--- src/core/ref8k_cfg.svh ---
// register offsets, field positions, reset values and timing counts
// for the global 8 kHz reference and reference clock select block.
// assumes nothing beyond being included by its bare name.
`ifndef REF8K_CFG_SVH
`define REF8K_CFG_SVH

// ************************************************************
// register indices (byte address is four times the index)
// ************************************************************
`define CTRL2_IDX 6'h04
`define PINCTL_IDX 6'h0a
`define PINRD_IDX 6'h1c

// ************************************************************
// reset values
// ************************************************************
`define CTRL2_RST 16'h0000
`define PINCTL_RST 16'h0000

// ************************************************************
// field positions in global_control_two
// ************************************************************
`define SRC_LSB 10
`define OUT_SEL_BIT 9
`define IN_SEL_BIT 8
`define RATE_ADAPTER_REF_INPUT_LSB 1
`define CTRL2_MASK 16'h0f0e

// ************************************************************
// field positions of the pin status read register
// ************************************************************
`define PINRD_REF_BIT 8

// ************************************************************
// timing: reference rate and divider length
// ************************************************************
`define CLK_HZ 50000000
`define REF8K_HZ 8000
`define REF8K_DIV_CYCLES (`CLK_HZ / `REF8K_HZ)

`endif

--- src/core/ref8k_pkg.sv ---
// types for the global 8 kHz reference and reference clock select block.
// uses none of the constants of ref8k_cfg.svh; its encodings are literal numbers.
package ref8k_pkg;

  // ************************************************************
  // field encodings
  // ************************************************************
  typedef enum logic [1:0] {
    SRC_OFF = 2'b00,
    SRC_ADAPTER = 2'b01,
    SRC_PORT = 2'b10,
    SRC_UNDEF = 2'b11
  } src_t;

  typedef enum logic [1:0] {
    FN_INPUT = 2'b00,
    FN_ALT = 2'b01,
    FN_DRIVE0 = 2'b10,
    FN_DRIVE1 = 2'b11
  } pin_fn_t;

  typedef enum logic [2:0] {
    RATE_ADAPTER_REF_INPUT_44M736 = 3'b000,
    RATE_ADAPTER_REF_INPUT_34M368 = 3'b001,
    RATE_ADAPTER_REF_INPUT_51M84 = 3'b010,
    RATE_ADAPTER_REF_INPUT_19M44 = 3'b011,
    RATE_ADAPTER_REF_INPUT_77M76 = 3'b100
  } rate_adapter_ref_input_t;

  // ************************************************************
  // carriers
  // ************************************************************
  typedef struct packed {
    logic [7:0] out;
    logic [7:0] oe_n;
  } pins_t;

endpackage : ref8k_pkg

--- src/core/global_ref8k_and_rate_adapter_ref_input_select.sv ---
// global 8 kHz reference source select, reference output routing,
// rate adapter reference clock field and general pin control.
// assumes a classic wishbone master on clk, pins that are asynchronous,
// and a rate adapter tick and port reference from logic on clk.
//
// Register access over Wishbone is this design's own decision.
`timescale 1ns/1ps
`include "ref8k_cfg.svh"

// Functional notes
// - source 00, no pin input: divider off
// - source 01: reference from rate adapter clock
// - source 10: port selected reference used
// - pin input select: pin 4 is reference
// - chosen reference feeds timer and ports
// - pin input off: pin 4 follows field
// - unselected pin input signals held low
// - output select: reference driven on pin 2
// - rate_adapter_ref_input field states rate adapter frequency
// - pin control: eight fields, reset zero
// - field codes: input, alt, drive 0/1
// - source field ignored under pin input
module global_ref8k_and_rate_adapter_ref_input_select #(
  parameter logic [15:0] REF8K_DIV = 16'(`REF8K_DIV_CYCLES)
) (
  // clock and reset
  input wire logic clk,
  input wire logic nrst,
  // wishbone slave
  input wire logic wb_cyc_i,
  input wire logic wb_stb_i,
  input wire logic wb_we_i,
  input wire logic [7:0] wb_adr_i,
  input wire logic [3:0] wb_sel_i,
  input wire logic [31:0] wb_dat_i,
  output logic [31:0] wb_dat_o,
  output logic wb_ack_o,
  // reference sources and port status
  input wire logic rate_adapter_tick,
  input wire logic port_ref8k,
  input wire logic [1:0] port_status,
  // general pins
  input wire logic [7:0] pin_in,
  output ref8k_pkg::pins_t pins,
  // derived references and rate adapter setup
  output logic ref8k_global,
  output logic global_ref8k_in,
  output logic ref8k_pin_ref,
  output ref8k_pkg::rate_adapter_ref_input_t rate_adapter_rate_adapter_ref_input_sel
);
  import ref8k_pkg::*;

  // ************************************************************
  // helpers
  // ************************************************************

  // byte-lane merge of a 16-bit register with bus write data
  function automatic logic [15:0] lane_merge(
    input logic [15:0] old,
    input logic [31:0] wdat,
    input logic [3:0] sel
  );
    logic [15:0] res;
    res = old;
    if (sel[0]) begin
      res[7:0] = wdat[7:0];
    end
    if (sel[1]) begin
      res[15:8] = wdat[15:8];
    end
    return res;
  endfunction : lane_merge

  // {oe_n, out} for a pin in a given function; alt is the routed level
  function automatic logic [1:0] pin_drive(input pin_fn_t fn, input logic alt);
    logic [1:0] res;
    res = 2'b10;
    unique case (fn)
      FN_INPUT: res = 2'b10;
      FN_ALT: res = {1'b0, alt};
      FN_DRIVE0: res = 2'b00;
      FN_DRIVE1: res = 2'b01;
    endcase
    return res;
  endfunction : pin_drive

  // ************************************************************
  // input synchronisers
  // ************************************************************
  logic [7:0] pin_meta_q;
  logic [7:0] pin_sync_q;

  // two stages: pins are asynchronous to clk
  always_ff @(posedge clk or negedge nrst) begin
    if (!nrst) begin
      pin_meta_q <= 8'h00;
      pin_sync_q <= 8'h00;
    end else begin
      pin_meta_q <= pin_in;
      pin_sync_q <= pin_meta_q;
    end
  end

  // ************************************************************
  // wishbone register file
  // ************************************************************
  logic [15:0] ctrl2_q;
  logic [15:0] ctrl2_d;
  logic [15:0] pinctl_q;
  logic [15:0] pinctl_d;
  logic ack_q;
  logic ack_d;
  logic [31:0] rdat_q;
  logic [31:0] rdat_d;
  logic req;
  logic wr_en;
  logic hit_ctrl2;
  logic hit_pinctl;
  logic hit_pinrd;

  assign req = wb_cyc_i & wb_stb_i;
  assign hit_ctrl2 = (wb_adr_i[7:2] == `CTRL2_IDX);
  assign hit_pinctl = (wb_adr_i[7:2] == `PINCTL_IDX);
  assign hit_pinrd = (wb_adr_i[7:2] == `PINRD_IDX);
  // a write lands on the edge where ack is seen high
  assign wr_en = req & wb_we_i & ack_q;

  // next values: one wait state, unmapped reads return zero
  always_comb begin
    ctrl2_d = ctrl2_q;
    pinctl_d = pinctl_q;
    ack_d = req & ~ack_q;
    rdat_d = rdat_q;
    if (wr_en && hit_ctrl2) begin
      ctrl2_d = lane_merge(ctrl2_q, wb_dat_i, wb_sel_i) & `CTRL2_MASK;
    end
    if (wr_en && hit_pinctl) begin
      pinctl_d = lane_merge(pinctl_q, wb_dat_i, wb_sel_i);
    end
    if (req && !ack_q) begin
      rdat_d = 32'h0000_0000;
      if (hit_ctrl2) begin
        rdat_d[15:0] = ctrl2_q;
      end else if (hit_pinctl) begin
        rdat_d[15:0] = pinctl_q;
      end else if (hit_pinrd) begin
        rdat_d[7:0] = pin_sync_q;
        rdat_d[`PINRD_REF_BIT] = ref8k_global;
      end
    end
  end

  // field reset to zero on every pin function
  always_ff @(posedge clk or negedge nrst) begin
    if (!nrst) begin
      ctrl2_q <= `CTRL2_RST;
      pinctl_q <= `PINCTL_RST;
      ack_q <= 1'b0;
      rdat_q <= 32'h0000_0000;
    end else begin
      ctrl2_q <= ctrl2_d;
      pinctl_q <= pinctl_d;
      ack_q <= ack_d;
      rdat_q <= rdat_d;
    end
  end

  assign wb_ack_o = ack_q;
  assign wb_dat_o = rdat_q;

  // ************************************************************
  // control fields
  // ************************************************************
  src_t src;
  logic in_sel;
  logic out_sel;
  assign src = src_t'(ctrl2_q[`SRC_LSB +: 2]);
  assign in_sel = ctrl2_q[`IN_SEL_BIT];
  assign out_sel = ctrl2_q[`OUT_SEL_BIT];

  // ************************************************************
  // 8 kHz divider on rate adapter ticks
  // ************************************************************
  logic [15:0] div_q;
  logic [15:0] div_d;
  logic div_run;
  logic div_sq;

  // the divider only runs when its output is the chosen source,
  // so it stays parked (and quiet) in every other setting
  assign div_run = !in_sel && (src == SRC_ADAPTER);
  assign div_sq = (div_q < (REF8K_DIV >> 1));

  always_comb begin
    div_d = div_q;
    if (!div_run) begin
      div_d = 16'h0000;
    end else if (rate_adapter_tick) begin
      div_d = (div_q >= REF8K_DIV - 16'h0001) ? 16'h0000 : div_q + 16'h0001;
    end
  end

  always_ff @(posedge clk or negedge nrst) begin
    if (!nrst) begin
      div_q <= 16'h0000;
    end else begin
      div_q <= div_d;
    end
  end

  // ************************************************************
  // reference select and pin functions
  // ************************************************************
  logic ref_d;
  logic pin_in_ref_d;
  pins_t pins_d;
  pins_t pins_q;
  logic [1:0] drv;
  logic ref_q;
  logic pin_in_ref_q;
  logic pin_ref_q;
  rate_adapter_ref_input_t rate_adapter_ref_input_q;

  // source priority: pin input select overrides the source field
  always_comb begin
    pin_in_ref_d = in_sel ? pin_sync_q[3] : 1'b0;
    ref_d = 1'b0;
    if (in_sel) begin
      ref_d = pin_sync_q[3];
    end else begin
      unique case (src)
        SRC_OFF: ref_d = 1'b0;
        SRC_ADAPTER: ref_d = div_sq;
        SRC_PORT: ref_d = port_ref8k;
        SRC_UNDEF: ref_d = 1'b0;
      endcase
    end
  end

  // code 01 routes port status on pins 1 and 2, reserved elsewhere
  always_comb begin
    pins_d = '{out: 8'h00, oe_n: 8'hff};
    drv = 2'b10;
    for (int i = 0; i < 8; i++) begin
      drv = 2'b10;
      if ((i < 2) || (pinctl_q[2*i +: 2] != FN_ALT)) begin
        drv = pin_drive(pin_fn_t'(pinctl_q[2*i +: 2]), port_status[i % 2]);
      end
      pins_d.oe_n[i] = drv[1];
      pins_d.out[i] = drv[0];
    end
    if (in_sel) begin
      pins_d.oe_n[3] = 1'b1;
      pins_d.out[3] = 1'b0;
    end
    if (out_sel) begin
      pins_d.oe_n[1] = 1'b0;
      pins_d.out[1] = ref_d;
    end
  end

  // every output is registered; one cycle from the select to the pins
  always_ff @(posedge clk or negedge nrst) begin
    if (!nrst) begin
      ref_q <= 1'b0;
      pin_in_ref_q <= 1'b0;
      pin_ref_q <= 1'b0;
      pins_q <= '{out: 8'h00, oe_n: 8'hff};
      rate_adapter_ref_input_q <= RATE_ADAPTER_REF_INPUT_44M736;
    end else begin
      ref_q <= ref_d;
      pin_in_ref_q <= pin_in_ref_d;
      pin_ref_q <= pin_in_ref_d;
      pins_q <= pins_d;
      rate_adapter_ref_input_q <= rate_adapter_ref_input_t'(ctrl2_q[`RATE_ADAPTER_REF_INPUT_LSB +: 3]);
    end
  end

  assign ref8k_global = ref_q;
  assign global_ref8k_in = pin_in_ref_q;
  assign ref8k_pin_ref = pin_ref_q;
  assign pins = pins_q;
  assign rate_adapter_rate_adapter_ref_input_sel = rate_adapter_ref_input_q;
endmodule : global_ref8k_and_rate_adapter_ref_input_select

--- config.mk ---
export PLATFORM = sky130hd
export DESIGN_NAME = global_ref8k_and_rate_adapter_ref_input_select
export DESIGN_NICKNAME = d
export VERILOG_FILES = /design/src/core/ref8k_pkg.sv /design/src/core/global_ref8k_and_rate_adapter_ref_input_select.sv
export VERILOG_INCLUDE_DIRS = /design/src /design/src/core
export SDC_FILE = /design/constraint.sdc
export NUM_CORES = 1
export LEC_CHECK = 0
export ABC_AREA = 0
export BUFFER_PORTS_ARGS = -buffer_cell sky130_fd_sc_hd__buf_2
export CAP_MARGIN = 25
export CORE_AREA = 2 2 101 103
export DETAILED_ROUTE_END_ITERATION = 10
export DIE_AREA = 0 0 103 105
export PLACE_DENSITY = 0.59
export SLEW_MARGIN = 30
export SYNTH_ARGS = -nofsm -noshare
export SYNTH_HDL_FRONTEND = slang
export SYNTH_SLANG_ARGS = --single-unit
--- constraint.sdc ---
create_clock -name clk -period 2.6 [get_ports clk]
set_input_delay 0.26 -clock clk [delete_from_list [all_inputs] [get_ports clk]]
set_output_delay 0.26 -clock clk [all_outputs]
set_load 0.01 [all_outputs]
==> out/metrics.yaml, run 1 <==
detailed_routing:
  firstDrtPassIters: 4
  final_antenna_net_count: 0
  via_count: 2455
  wirelength_um: 7450
  met1_length_um: 3320
  wl_met2_um: 3660
  wl_per_cell_um: 13.6
  wl_met3_um: 319
  topRoutingLayerUsed: "met4"
  drc: 0
  drt-vias-per-instance: 4.50
  drt_iter0_drc: 64
power:
  peakVddDrop_mv: 0.286
  swShare_pct: 21.4
  power_frac_comb_pct: 4.4
  power_switching_mw: 0.595
  internal_power_mw: 2.19
  p_leak_nw: 2.27
  cellPowerDensity_mw_per_mm2: 600
  clock_power_share_pct: 42.7
  seqPwrFrac_pct: 52.9
timing:
  setup_viol: 0
  finalSetupTns_ps: 0
  rsz0062_at_grt: "no"
  fmax_mhz: 489
  skew_ps: 7.70
  hold_viol_final: 0
  finalMaxSlewViolations: 0
  tightest_slew_ps: 625
  hold_ws_ps: 107
  post-route-min-period_ps: 2040
  slew_headroom_pct: 58.0
  min_period_over_period_pct: 78.6
setup_path:
  reg2reg_slack_ps: 560
  ff2ff_path_depth: 7
  cp.required_ps: 2880
  worstSetupPathType: "flop to flop"
  crit_path_start_kind: "flop"
  r2r-start: "div_q[0]"
  r2r-end: "div_q[2]"
  crit_arrival_ps: 2320
  crit_slowest_cell: "a311oi_4"
  slowest_delay_ps: 490
  crit_fanout: 8
  end_kind: "flop"
  crit_chain: "inv_1 -> ha_1 -> nor3b_1 -> o211ai_1 -> a311oi_4 -> nand2_1 -> o22ai_1"
synth:
  synth_cell_types: 45
  synth_cells: 310
  yosysWarnings: 0
  synth_area_per_cell_um2: 12.1
  synth_edf_count: 0
  synthArstFlopShare_pct: 100
  syn_area_mm2: 0.00376
  synth_seq_area_share_pct: 62.1
  synth-seq-cells: 93
  synth_flop_cell: "dfrtp_1"
cts:
  cts_buffers: 9
  cts_buffer_depth: 2
  cts_max_level: 3
  path_clk_slew_ps: 100
  ctsResizeCount: 0
  postCtsHoldBufs: 9
  clock_latency_ps: 350
  numClockSinks: 93
  cts_root_buf: "clkbuf_8"
  post_cts_buffers: 0
  cts_tree: "done"
grt:
  grt_pass1_vias: 2436
  gr-usage-all-layers_pct: 14.5
  grt.overflow.total: 0
  grt_max_degree: 46
  grt_pass1_wl_um: 12000
  antenna_found_initial: 0
die:
  core_mm2: 0.00964
  start_util_pct: 39.0
  die_h_um: 105
  dieArea_mm2: 0.0108
  ios: 116
  rows: 36
  die_w_um: 103
outcome:
  status: "complete, no violations"
place:
  routabilityCongestion: 0.822
  place_area_mm2: 0.00429
  dp_hpwl_um: 5410
  portBuffers: 79
hold_path:
  hold_class: "primary input to flop"
  min_to: "pins[8]"
  hp-start: "port_status[0]"
  worstHoldPathCells: 2
final_layout:
  mostFrequentLayoutCells: "85 x dfrtp_1, 78 x buf_2, 34 x nand2_1"
  nets: 472
  syn2layout_area_growth_pct: 23.2
  final_area_mm2: 0.00464
  drive_gt1_share_pct: 35.1
  final_common_cell: "dfrtp_1"
  diodes: 0
job:
  drv_cap: 0
[layer usage]
layer | track usage, % | vias up
li1 | - | 1218
met1 | 19.1 | 1161
met2 | 23.0 | 66
met3 | 3.08 | 10
met4 | 5.83 | 0
met5 | 0 | -
[sequential cells by signal (all words and copies together), names as in the netlist]
register and count:
div_q 16, pinctl_q 16, pins 16, wb_dat_o 16
pin_meta_q 8, pin_sync_q 8, ctrl2_q 7, rate_adapter_rate_adapter_ref_input_sel 3
ref8k_global 1, ref8k_pin_ref 1, wb_ack_o 1
[synth_stat cells, types with 3 or more instances]
| master | n | area, um2 |
|---|---|---|
| nand3_1 | 12 | 60.1 |
| o21ai_0 | 13 | 65.1 |
| clkbuf_1 | 4 | 15.0 |
| nor3_1 | 7 | 35.0 |
| mux2_2 | 23 | 259 |
| xor2_1 | 3 | 26.3 |
| buf_4 | 17 | 128 |
| o22ai_1 | 4 | 25.0 |
| dfrtp_1 | 85 | 2130 |
| a22oi_1 | 8 | 60.1 |
| nor2_1 | 15 | 56.3 |
| xnor2_1 | 4 | 35.0 |
| nand2_1 | 34 | 128 |
| ha_1 | 3 | 37.5 |
| nand2b_1 | 3 | 18.8 |
| a21oi_1 | 4 | 20.0 |
| and2_1 | 8 | 50.1 |
| inv_1 | 18 | 67.6 |
| nor4_1 | 3 | 18.8 |
| a222oi_1 | 4 | 40.0 |
| dfstp_2 | 8 | 210 |
[per-stage QoR]
| stage | util (%) | instances | setup slack [ps] | power [mW] |
|---|---|---|---|---|
| 2_1_floorplan | - | 325 | 786 | 1.55 |
| 3_3_place_gp | 44.5 | 521 | 571 | 1.61 |
| 3_5_place_dp | 44.5 | 521 | 556 | 1.62 |
| 4_1_cts | 48.1 | 546 | 521 | 2.82 |
| 5_1_grt | 48.1 | 546 | 303 | 2.89 |
| 6_report | 48.1 | 546 | 556 | 2.78 |
[worst max path at each step]
stage / start / to / slack [ps] / cells after the start
2_1_floorplan: div_q[0] / div_q[3] / 790 / 7
6_report: div_q[0] / div_q[2] / 560 / 7
5_1_grt: div_q[0] / div_q[8] / 300 / 7
3_3_place_gp: div_q[0] / div_q[2] / 570 / 7
3_5_place_dp: div_q[0] / div_q[2] / 560 / 7
4_1_cts: div_q[0] / div_q[2] / 520 / 7
[power groups by stage]
stage / clock [mW] / sequential (mW) / combinational, mW
global placement: 0 / 1.50 / 0.111
detailed placement: 0 / 1.50 / 0.114
floorplan: 0 / 1.50 / 0.0500
CTS: 1.22 / 1.47 / 0.125
global route: 1.27 / 1.48 / 0.138
finish: 1.19 / 1.47 / 0.121
[final cells by class]
| cell class | instances | area (um2) |
|---|---|---|
| clock buffers | 10 | 138 |
| clock inverters | 6 | 118 |
| fillers | 901 | 5000 |
| inverters | 18 | 67.6 |
| multi-input cells | 190 | 1250 |
| flip-flops and latches | 93 | 2340 |
| well taps | 133 | 166 |
| repair buffers | 96 | 561 |
[logic make-up (layout without fill, tap and decap cells)]
family	after synthesis	in the layout	synth area share (%)
and+or+nand+nor	99	99	14.2
muxes	23	23	6.88
AOI/OAI and AO/OA	42	42	7.91
DFF	93	93	62.1
adders and majority gates	3	3	0.997
buffers and inverters	42	130	6.15
xor gates and xnor gates	7	7	1.63
other	1	16	0.0996
[worst max-delay path, delay by kind of cell, from the launching register on]
kind | cells | cell delay, ps
adder cells (fa/ha/maj) | 1 | 160
AND/OR/NAND/NOR | 2 | 390
flip-flops | 1 | 450
buffers and inverters | 1 | 100
AO/OA/AOI/OAI | 3 | 870
Power figures use the tool's default switching activity.
==> run 2: changes to the inputs <==
Settings changed: PLACE_DENSITY 0.59 to 0.62.
Clock period 2.6 ns to 1.8 ns, I/O delays scaled along.
==> out/metrics.yaml, run 2 (synthesis gave the netlist of run 1 again) <==
outcome:
  status: "complete, but fails checks"
  violations: "negative setup slack"
cts:
  cts_buffers: 9  # unchanged
  numClockSinks: 93  # unchanged
  clock_latency_ps: 360  # about the same
  cts_buffer_depth: 2  # unchanged
  cts_max_level: 3  # unchanged
  cts_root_buf: "clkbuf_8"
  path_clk_slew_ps: 100  # about the same
  cts_tree: "done"
die:
  start_util_pct: 39.0  # unchanged
  core_mm2: 0.00964  # unchanged
  dieArea_mm2: 0.0108  # unchanged
  die_h_um: 105  # unchanged
  die_w_um: 103  # unchanged
  ios: 116  # unchanged
  rows: 36  # unchanged
setup_path:
  crit_chain: "inv_2 -> ha_4 -> nor3b_4 -> o211ai_1 -> a311oi_4 -> buf_4 -> a221o_2"
  cp.required_ps: 2050  # -830 ps
  crit_slowest_cell: "dfrtp_1"
  crit_path_start_kind: "flop"
  worstSetupPathType: "flop to flop"
  crit_fanout: 6  # -2
  crit_arrival_ps: 2140  # -180 ps
  slowest_delay_ps: 420  # -70 ps
  end_kind: "flop"
detailed_routing:
  drt_iter0_drc: 76  # +19%
  drt-vias-per-instance: 4.59  # +2.1%
  wl_met3_um: 287  # -10%
  wl_met2_um: 3850  # +5.2%
  wl_per_cell_um: 13.7  # +0.61%
  final_antenna_net_count: 0  # unchanged
  via_count: 2616  # +6.6%
  wirelength_um: 7820  # +5.0%
  topRoutingLayerUsed: "met4"
  firstDrtPassIters: 5  # +1
  drc: 0  # unchanged
  met1_length_um: 3550  # +6.8%
timing:
  finalSetupTns_ps: -424  # -424 ps
  hold_viol_final: 0  # unchanged
  post-route-min-period_ps: 1890  # -158 ps
  hold_ws_ps: 34.3  # -72.5 ps
  skew_ps: 10.6  # +2.92 ps
  fmax_mhz: 530  # +8.4%
  finalMaxSlewViolations: 0  # unchanged
  setup_viol: 10  # +10
  rsz0062_at_grt: "yes"
  min_period_over_period_pct: 105  # +26 points
  setup_slack_ps: -86.1  # -642 ps
power:
  cellPowerDensity_mw_per_mm2: 755  # +26%
  peakVddDrop_mv: 0.513  # +79%
  total_power_mw: 3.65  # +31%
  p_leak_nw: 2.39  # +4.9%
final_layout:
  final_area_mm2: 0.00484  # +4.3%
  drive_gt1_share_pct: 41.7  # +6.6 points
  num-fill-cells: 894  # -0.78%
  final_cells: 570  # +4.4%
  final_common_cell: "dfrtp_1"
  mostFrequentLayoutCells: "85 x dfrtp_1, 78 x buf_2, 33 x nand2_1"
  fin_util_pct: 50.2  # +2.1 points
  syn2layout_area_growth_pct: 28.5
  multi_input_area_mm2: 0.00132  # +5.8%
  nets: 495  # +4.9%
  ff_latch_area_mm2: 0.00234  # unchanged
place:
  place_area_mm2: 0.00443  # +3.3%
  dpl.cell_count: 538  # +3.3%
  pre_cts_ws_ps: -184  # -741 ps
  portBuffers: 79  # unchanged
  dp_hpwl_um: 5520  # +2.1%
  routabilityCongestion: 0.777  # -5.4%
grt:
  grt.overflow.total: 0  # unchanged
  grt_max_degree: 39  # -15%
  grt_pass1_vias: 2544  # +4.4%
  antenna_found_initial: 0  # unchanged
  gr-usage-all-layers_pct: 14.8  # +0.36 points
  grt_pass1_wl_um: 12400  # +2.7%
job:
  drv_cap: 0  # unchanged
hold_path:
  hold_class: "primary input to flop"
run 2: cell count changes in the layout (fill, tap and decap cells not counted), moves of 2 or more:
cell       change
inv_1          -2
clkinv_4       +2
inv_2          +2
a21oi_2        +2
bufinv_16      -3
ha_1           -2
nor2_1         -2
o22ai_2        +2
o22ai_1        -2
buf_4         +22
a21oi_1        -2
run 2: layer usage:
layer / vias to the layer above / GRT usage, %
li1: 1270 / -
met1: 1278 / 19.5
met2: 59 / 23.7
met3: 9 / 2.74
met4: 0 / 6.67
met5: - / 0
run 2: worst max-delay path: cells and delay by family (launching register included):
kind / cells / cell delay [ps]
fa+ha+maj: 1 / 160
flops: 1 / 420
compound gates: 3 / 810
simple gates: 1 / 140
buf+inv: 2 / 250
run 2: final cells by class:
type                            count  area share [%]
Multi-Input combinational cell    190            27.4
Clock inverter                      5           0.879
Clock buffer                       11            3.13
Sequential cell                    93            48.3
Tap cell                          133            3.44
Timing Repair Buffer              119            15.4
Inverter                           18            1.40
Antenna cell                        1          0.0517
run 2: final timing paths:
| check | startpoint | endpoint | slack, ps | depth (start not counted) |
|---|---|---|---|---|
| max | div_q[0] | div_q[3] | -90 | 7 |
| min | port_status[0] | pins[8] | 30 | 2 |
| max reg2reg | div_q[0] | div_q[3] | -90 | 7 |
| min reg2reg | pin_meta_q[7] | pin_sync_q[7] | 350 | 0 |
| max in group asynchronous | nrst | pins[6] | 940 | 3 |
| min in group asynchronous | nrst | pin_meta_q[2] | 270 | 2 |
run 2: report_power, final:
group          internal (mW)  switching (mW)  total [mW]
clock network          0.595           0.748        1.34
registers               2.12          0.0104        2.13
logic                 0.0711           0.111       0.182
run 2: repair_timing:
action / 4_1_cts / 5_1_grt
pin swaps: 4 / 10
endpoints found under the hold margin: 30 / 0
endpoints found under the setup margin: 14 / 14
hold buffers: 9 / 0
gates resized for setup: 10 / 9
buffers inserted: 3 / 3
==> run 3: changes to the inputs <==
--- a/config.mk
+++ b/config.mk
@@ -8,8 +8,8 @@
 export LEC_CHECK = 0
-export ABC_AREA = 0
+export ABC_AREA = 1
 export BUFFER_PORTS_ARGS = -buffer_cell sky130_fd_sc_hd__buf_2
 export CAP_MARGIN = 25
-export CORE_AREA = 2 2 101 103
+export CORE_AREA = 2 2 103 105
 export DETAILED_ROUTE_END_ITERATION = 10
-export DIE_AREA = 0 0 103 105
+export DIE_AREA = 0 0 105 107
 export PLACE_DENSITY = 0.62
--- a/constraint.sdc
+++ b/constraint.sdc
@@ -3,2 +3,2 @@
 set_output_delay 0.18 -clock clk [all_outputs]
-set_load 0.01 [all_outputs]
+set_load 0.02 [all_outputs]
==> out/metrics.yaml, run 3 <==
setup_path:
  end_kind: "flop"
  cp.required_ps: 2060  # about the same
  crit_fanout: 7  # +1
  worstSetupPathType: "flop to flop"
  crit_slowest_cell: "dfrtp_1"
  crit_chain: "inv_1 -> ha_1 -> nand2_1 -> nand3_1 -> nand3b_1 -> nand2_1 -> nand2_1 -> nand2_1 -> inv_1 -> nor2_1"
  slowest_delay_ps: 410  # about the same
  cp_common_cell: "nand2_1"
  crit_arrival_ps: 1840  # -300 ps
  crit_path_start_kind: "flop"
die:
  start_util_pct: 39.2  # +0.12 points
  rows: 37  # +2.8%
  core_mm2: 0.0101  # +4.7%
  ios: 116  # unchanged
  die_h_um: 107  # +1.9%
  die_w_um: 105  # +1.9%
  dieArea_mm2: 0.0112  # +3.9%
timing:
  hold_ws_ps: 32.6  # -1.66 ps
  post-route-min-period_ps: 1590  # -297 ps
  setup_viol: 0  # -10
  hold_viol_final: 0  # unchanged
  fmax_mhz: 629  # +19%
  rsz0062_at_grt: "no"
  finalSetupTns_ps: 0  # +424 ps
  finalMaxSlewViolations: 0  # unchanged
  tightest_slew_ps: 524
  min_period_over_period_pct: 88.3  # -16 points
  slew_headroom_pct: 65.0
  skew_ps: 10.7  # +0.104 ps
synth:
  synth_edf_count: 0  # unchanged
  synth_seq_area_share_pct: 59.1  # -3.0 points
  synthArstFlopShare_pct: 100  # unchanged
  synth_area_per_cell_um2: 9.41  # -22%
  syn_area_mm2: 0.00395  # +5.0%
  yosysTopAreaCell: "dfrtp_1"
  synth_cell_types: 30  # -33%
  synth-seq-cells: 93  # unchanged
  yosysWarnings: 0  # unchanged
  synthTopCellsByCount: "94 x nand2_1, 85 x dfrtp_1, 58 x inv_1, 48 x nor2_1, 24 x nand3_1"
  synth_cells: 420  # +35%
  synth_most_common_cell: "nand2_1"
  synth_flop_cell: "dfrtp_1"
  synthTopCellsByArea: "dfrtp_1 54%, nand2_1 8.9%, inv_1 5.5%"
  netlist.area_leader.share_pct: 53.8  # -2.7 points
outcome:
  status: "complete, no violations"
cts:
  cts_max_level: 3  # unchanged
  numClockSinks: 93  # unchanged
  cts_root_buf: "clkbuf_8"
  cts_buffers: 9  # unchanged
  cts_buffer_depth: 2  # unchanged
  path_clk_slew_ps: 90  # about the same
  cts_tree: "done"
  clock_latency_ps: 370  # about the same
  ctsResizeCount: 0  # -10
grt:
  antenna_found_initial: 0  # unchanged
  grt_max_degree: 63  # +62%
  grt_pass1_wl_um: 13700  # +11%
  grt_pass1_vias: 2907  # +14%
  gr-usage-all-layers_pct: 15.7  # +0.83 points
  grt.overflow.total: 0  # unchanged
detailed_routing:
  wl_per_cell_um: 12.4  # -9.3%
  firstDrtPassIters: 4  # -1
  final_antenna_net_count: 0  # unchanged
  wirelength_um: 8210  # +5.0%
  drt-vias-per-instance: 4.55  # -0.96%
  drc: 0  # unchanged
  drt_iter0_drc: 135  # +78%
  via_count: 3000  # +15%
place:
  dp_hpwl_um: 6100  # +10%
  routabilityCongestion: 0.873  # +12%
  portBuffers: 79  # unchanged
final_layout:
  num-fill-cells: 998  # +12%
  final_common_cell: "nand2_1"
  nets: 583  # +18%
  diodes: 0  # -1
  syn2layout_area_growth_pct: 20.7
  multi_input_area_mm2: 0.00129  # -2.7%
  mostFrequentLayoutCells: "94 x nand2_1, 85 x dfrtp_1, 78 x buf_2"
  ff_latch_area_mm2: 0.00234  # unchanged
  drive_gt1_share_pct: 25.0  # -17 points
power:
  clock_power_share_pct: 36.9  # about the same
  internal_power_mw: 2.91  # +4.6%
  power_frac_comb_pct: 7.2  # +2.2 points
  swShare_pct: 24.4  # +0.63 points
  p_leak_nw: 2.54  # +6.3%
  peakVddDrop_mv: 0.444  # -13%
  power_switching_mw: 0.941  # +8.3%
  cellPowerDensity_mw_per_mm2: 807  # +6.9%
  seqPwrFrac_pct: 55.9  # -2.3 points
job:
  drv_cap: 0  # unchanged
hold_path:
  hold_class: "primary input to flop"
## run 3: changes by cell type after synthesis, sizes merged, moves of 4 or more
| cell | delta |
|---|---|
| nor2 | +36 |
| nand2 | +61 |
| nand3 | +12 |
| a222oi | -4 |
| mux2 | -23 |
| nor4 | -5 |
| inv | +40 |
| a22oi | -8 |
| nand4 | +7 |
| a21oi | +9 |
| o21ai | +9 |
| and2 | -8 |
## run 3: critical path, delay by kind of cell, from the launching register on
family        cells  cell delay [ps]
simple gates      7              580
flops             1              410
buf+inv           2              290
fa+ha+maj         1              210
## run 3: metrics by stage
stage	total power, mW	util (%)	std cells	setup WS (ps)	cell area, um2
final	3.85	47.3	660	210	4770
after global routing	4.03	47.3	660	59.6	4770
after CTS	3.90	47.3	660	211	4770
after detailed placement	2.46	44.4	635	226	4480
after global placement	2.46	44.4	635	241	4480
after floorplan	2.34	-	435	445	4010
## run 3: path summary, 6_finish.rpt
| check | startpoint | to | slack [ps] | depth (start not counted) |
|---|---|---|---|---|
| setup / recovery | div_q[0] | div_q[11] | 210 | 10 |
| hold / removal | port_status[0] | pins[8] | 30 | 3 |
| setup reg to reg | div_q[0] | div_q[11] | 210 | 10 |
| hold reg to reg | pin_meta_q[2] | pin_sync_q[2] | 350 | 0 |
| max in group asynchronous | nrst | pins[6] | 1100 | 3 |
| min in group asynchronous | nrst | div_q[2] | 340 | 3 |
## run 3: logic make-up (layout without fill, tap and decap cells)
kind of cell               count (synthesis)  count (layout)  share of synthesized area [%]
DFF                                       93              93                           59.1
other                                      1              16                         0.0949
buffers and inverters                     81             170                           9.72
AOI/OAI and AO/OA                         50              50                           8.39
xor gates and xnor gates                   3               3                          0.665
adders and majority gates                  3               3                          0.950
and+or+nand+nor                          189             189                           21.1
## run 3: what timing repair did
| action | 4_1_cts | 5_1_grt |
|---|---|---|
| setup buffers | 0 | 0 |
| hold buffers | 9 | 0 |
| endpoints found under the setup margin | 0 | 0 |
| hold endpoints to repair | 93 | 0 |
## run 3: power by group through the flow
stage	combinational (mW)	sequential, mW	clock (mW)
5_1_grt	0.309	2.16	1.56
4_1_cts	0.284	2.15	1.46
2_1_floorplan	0.116	2.22	0
3_5_place_dp	0.268	2.20	0
3_3_place_gp	0.265	2.19	0
6_report	0.277	2.15	1.42
## run 3: final cells by class
class | instances | share of cell area [%]
clock buffers | 11 | 2.96
clock inverters | 5 | 1.26
inverters | 59 | 4.64
multi-input cells | 261 | 27.0
flip-flops and latches | 93 | 49.0
well taps | 136 | 3.57
repair buffers | 95 | 11.6
## run 3: routing by layer
metal / vias to the layer above / global-route usage (%) / share of wire [%]
li1: 1492 / - / -
met1: 1416 / 20.2 / 44
met2: 78 / 24.9 / 48
met3: 14 / 4.74 / 5.7
met4: 0 / 6.10 / 2.1
met5: - / 0 / 0
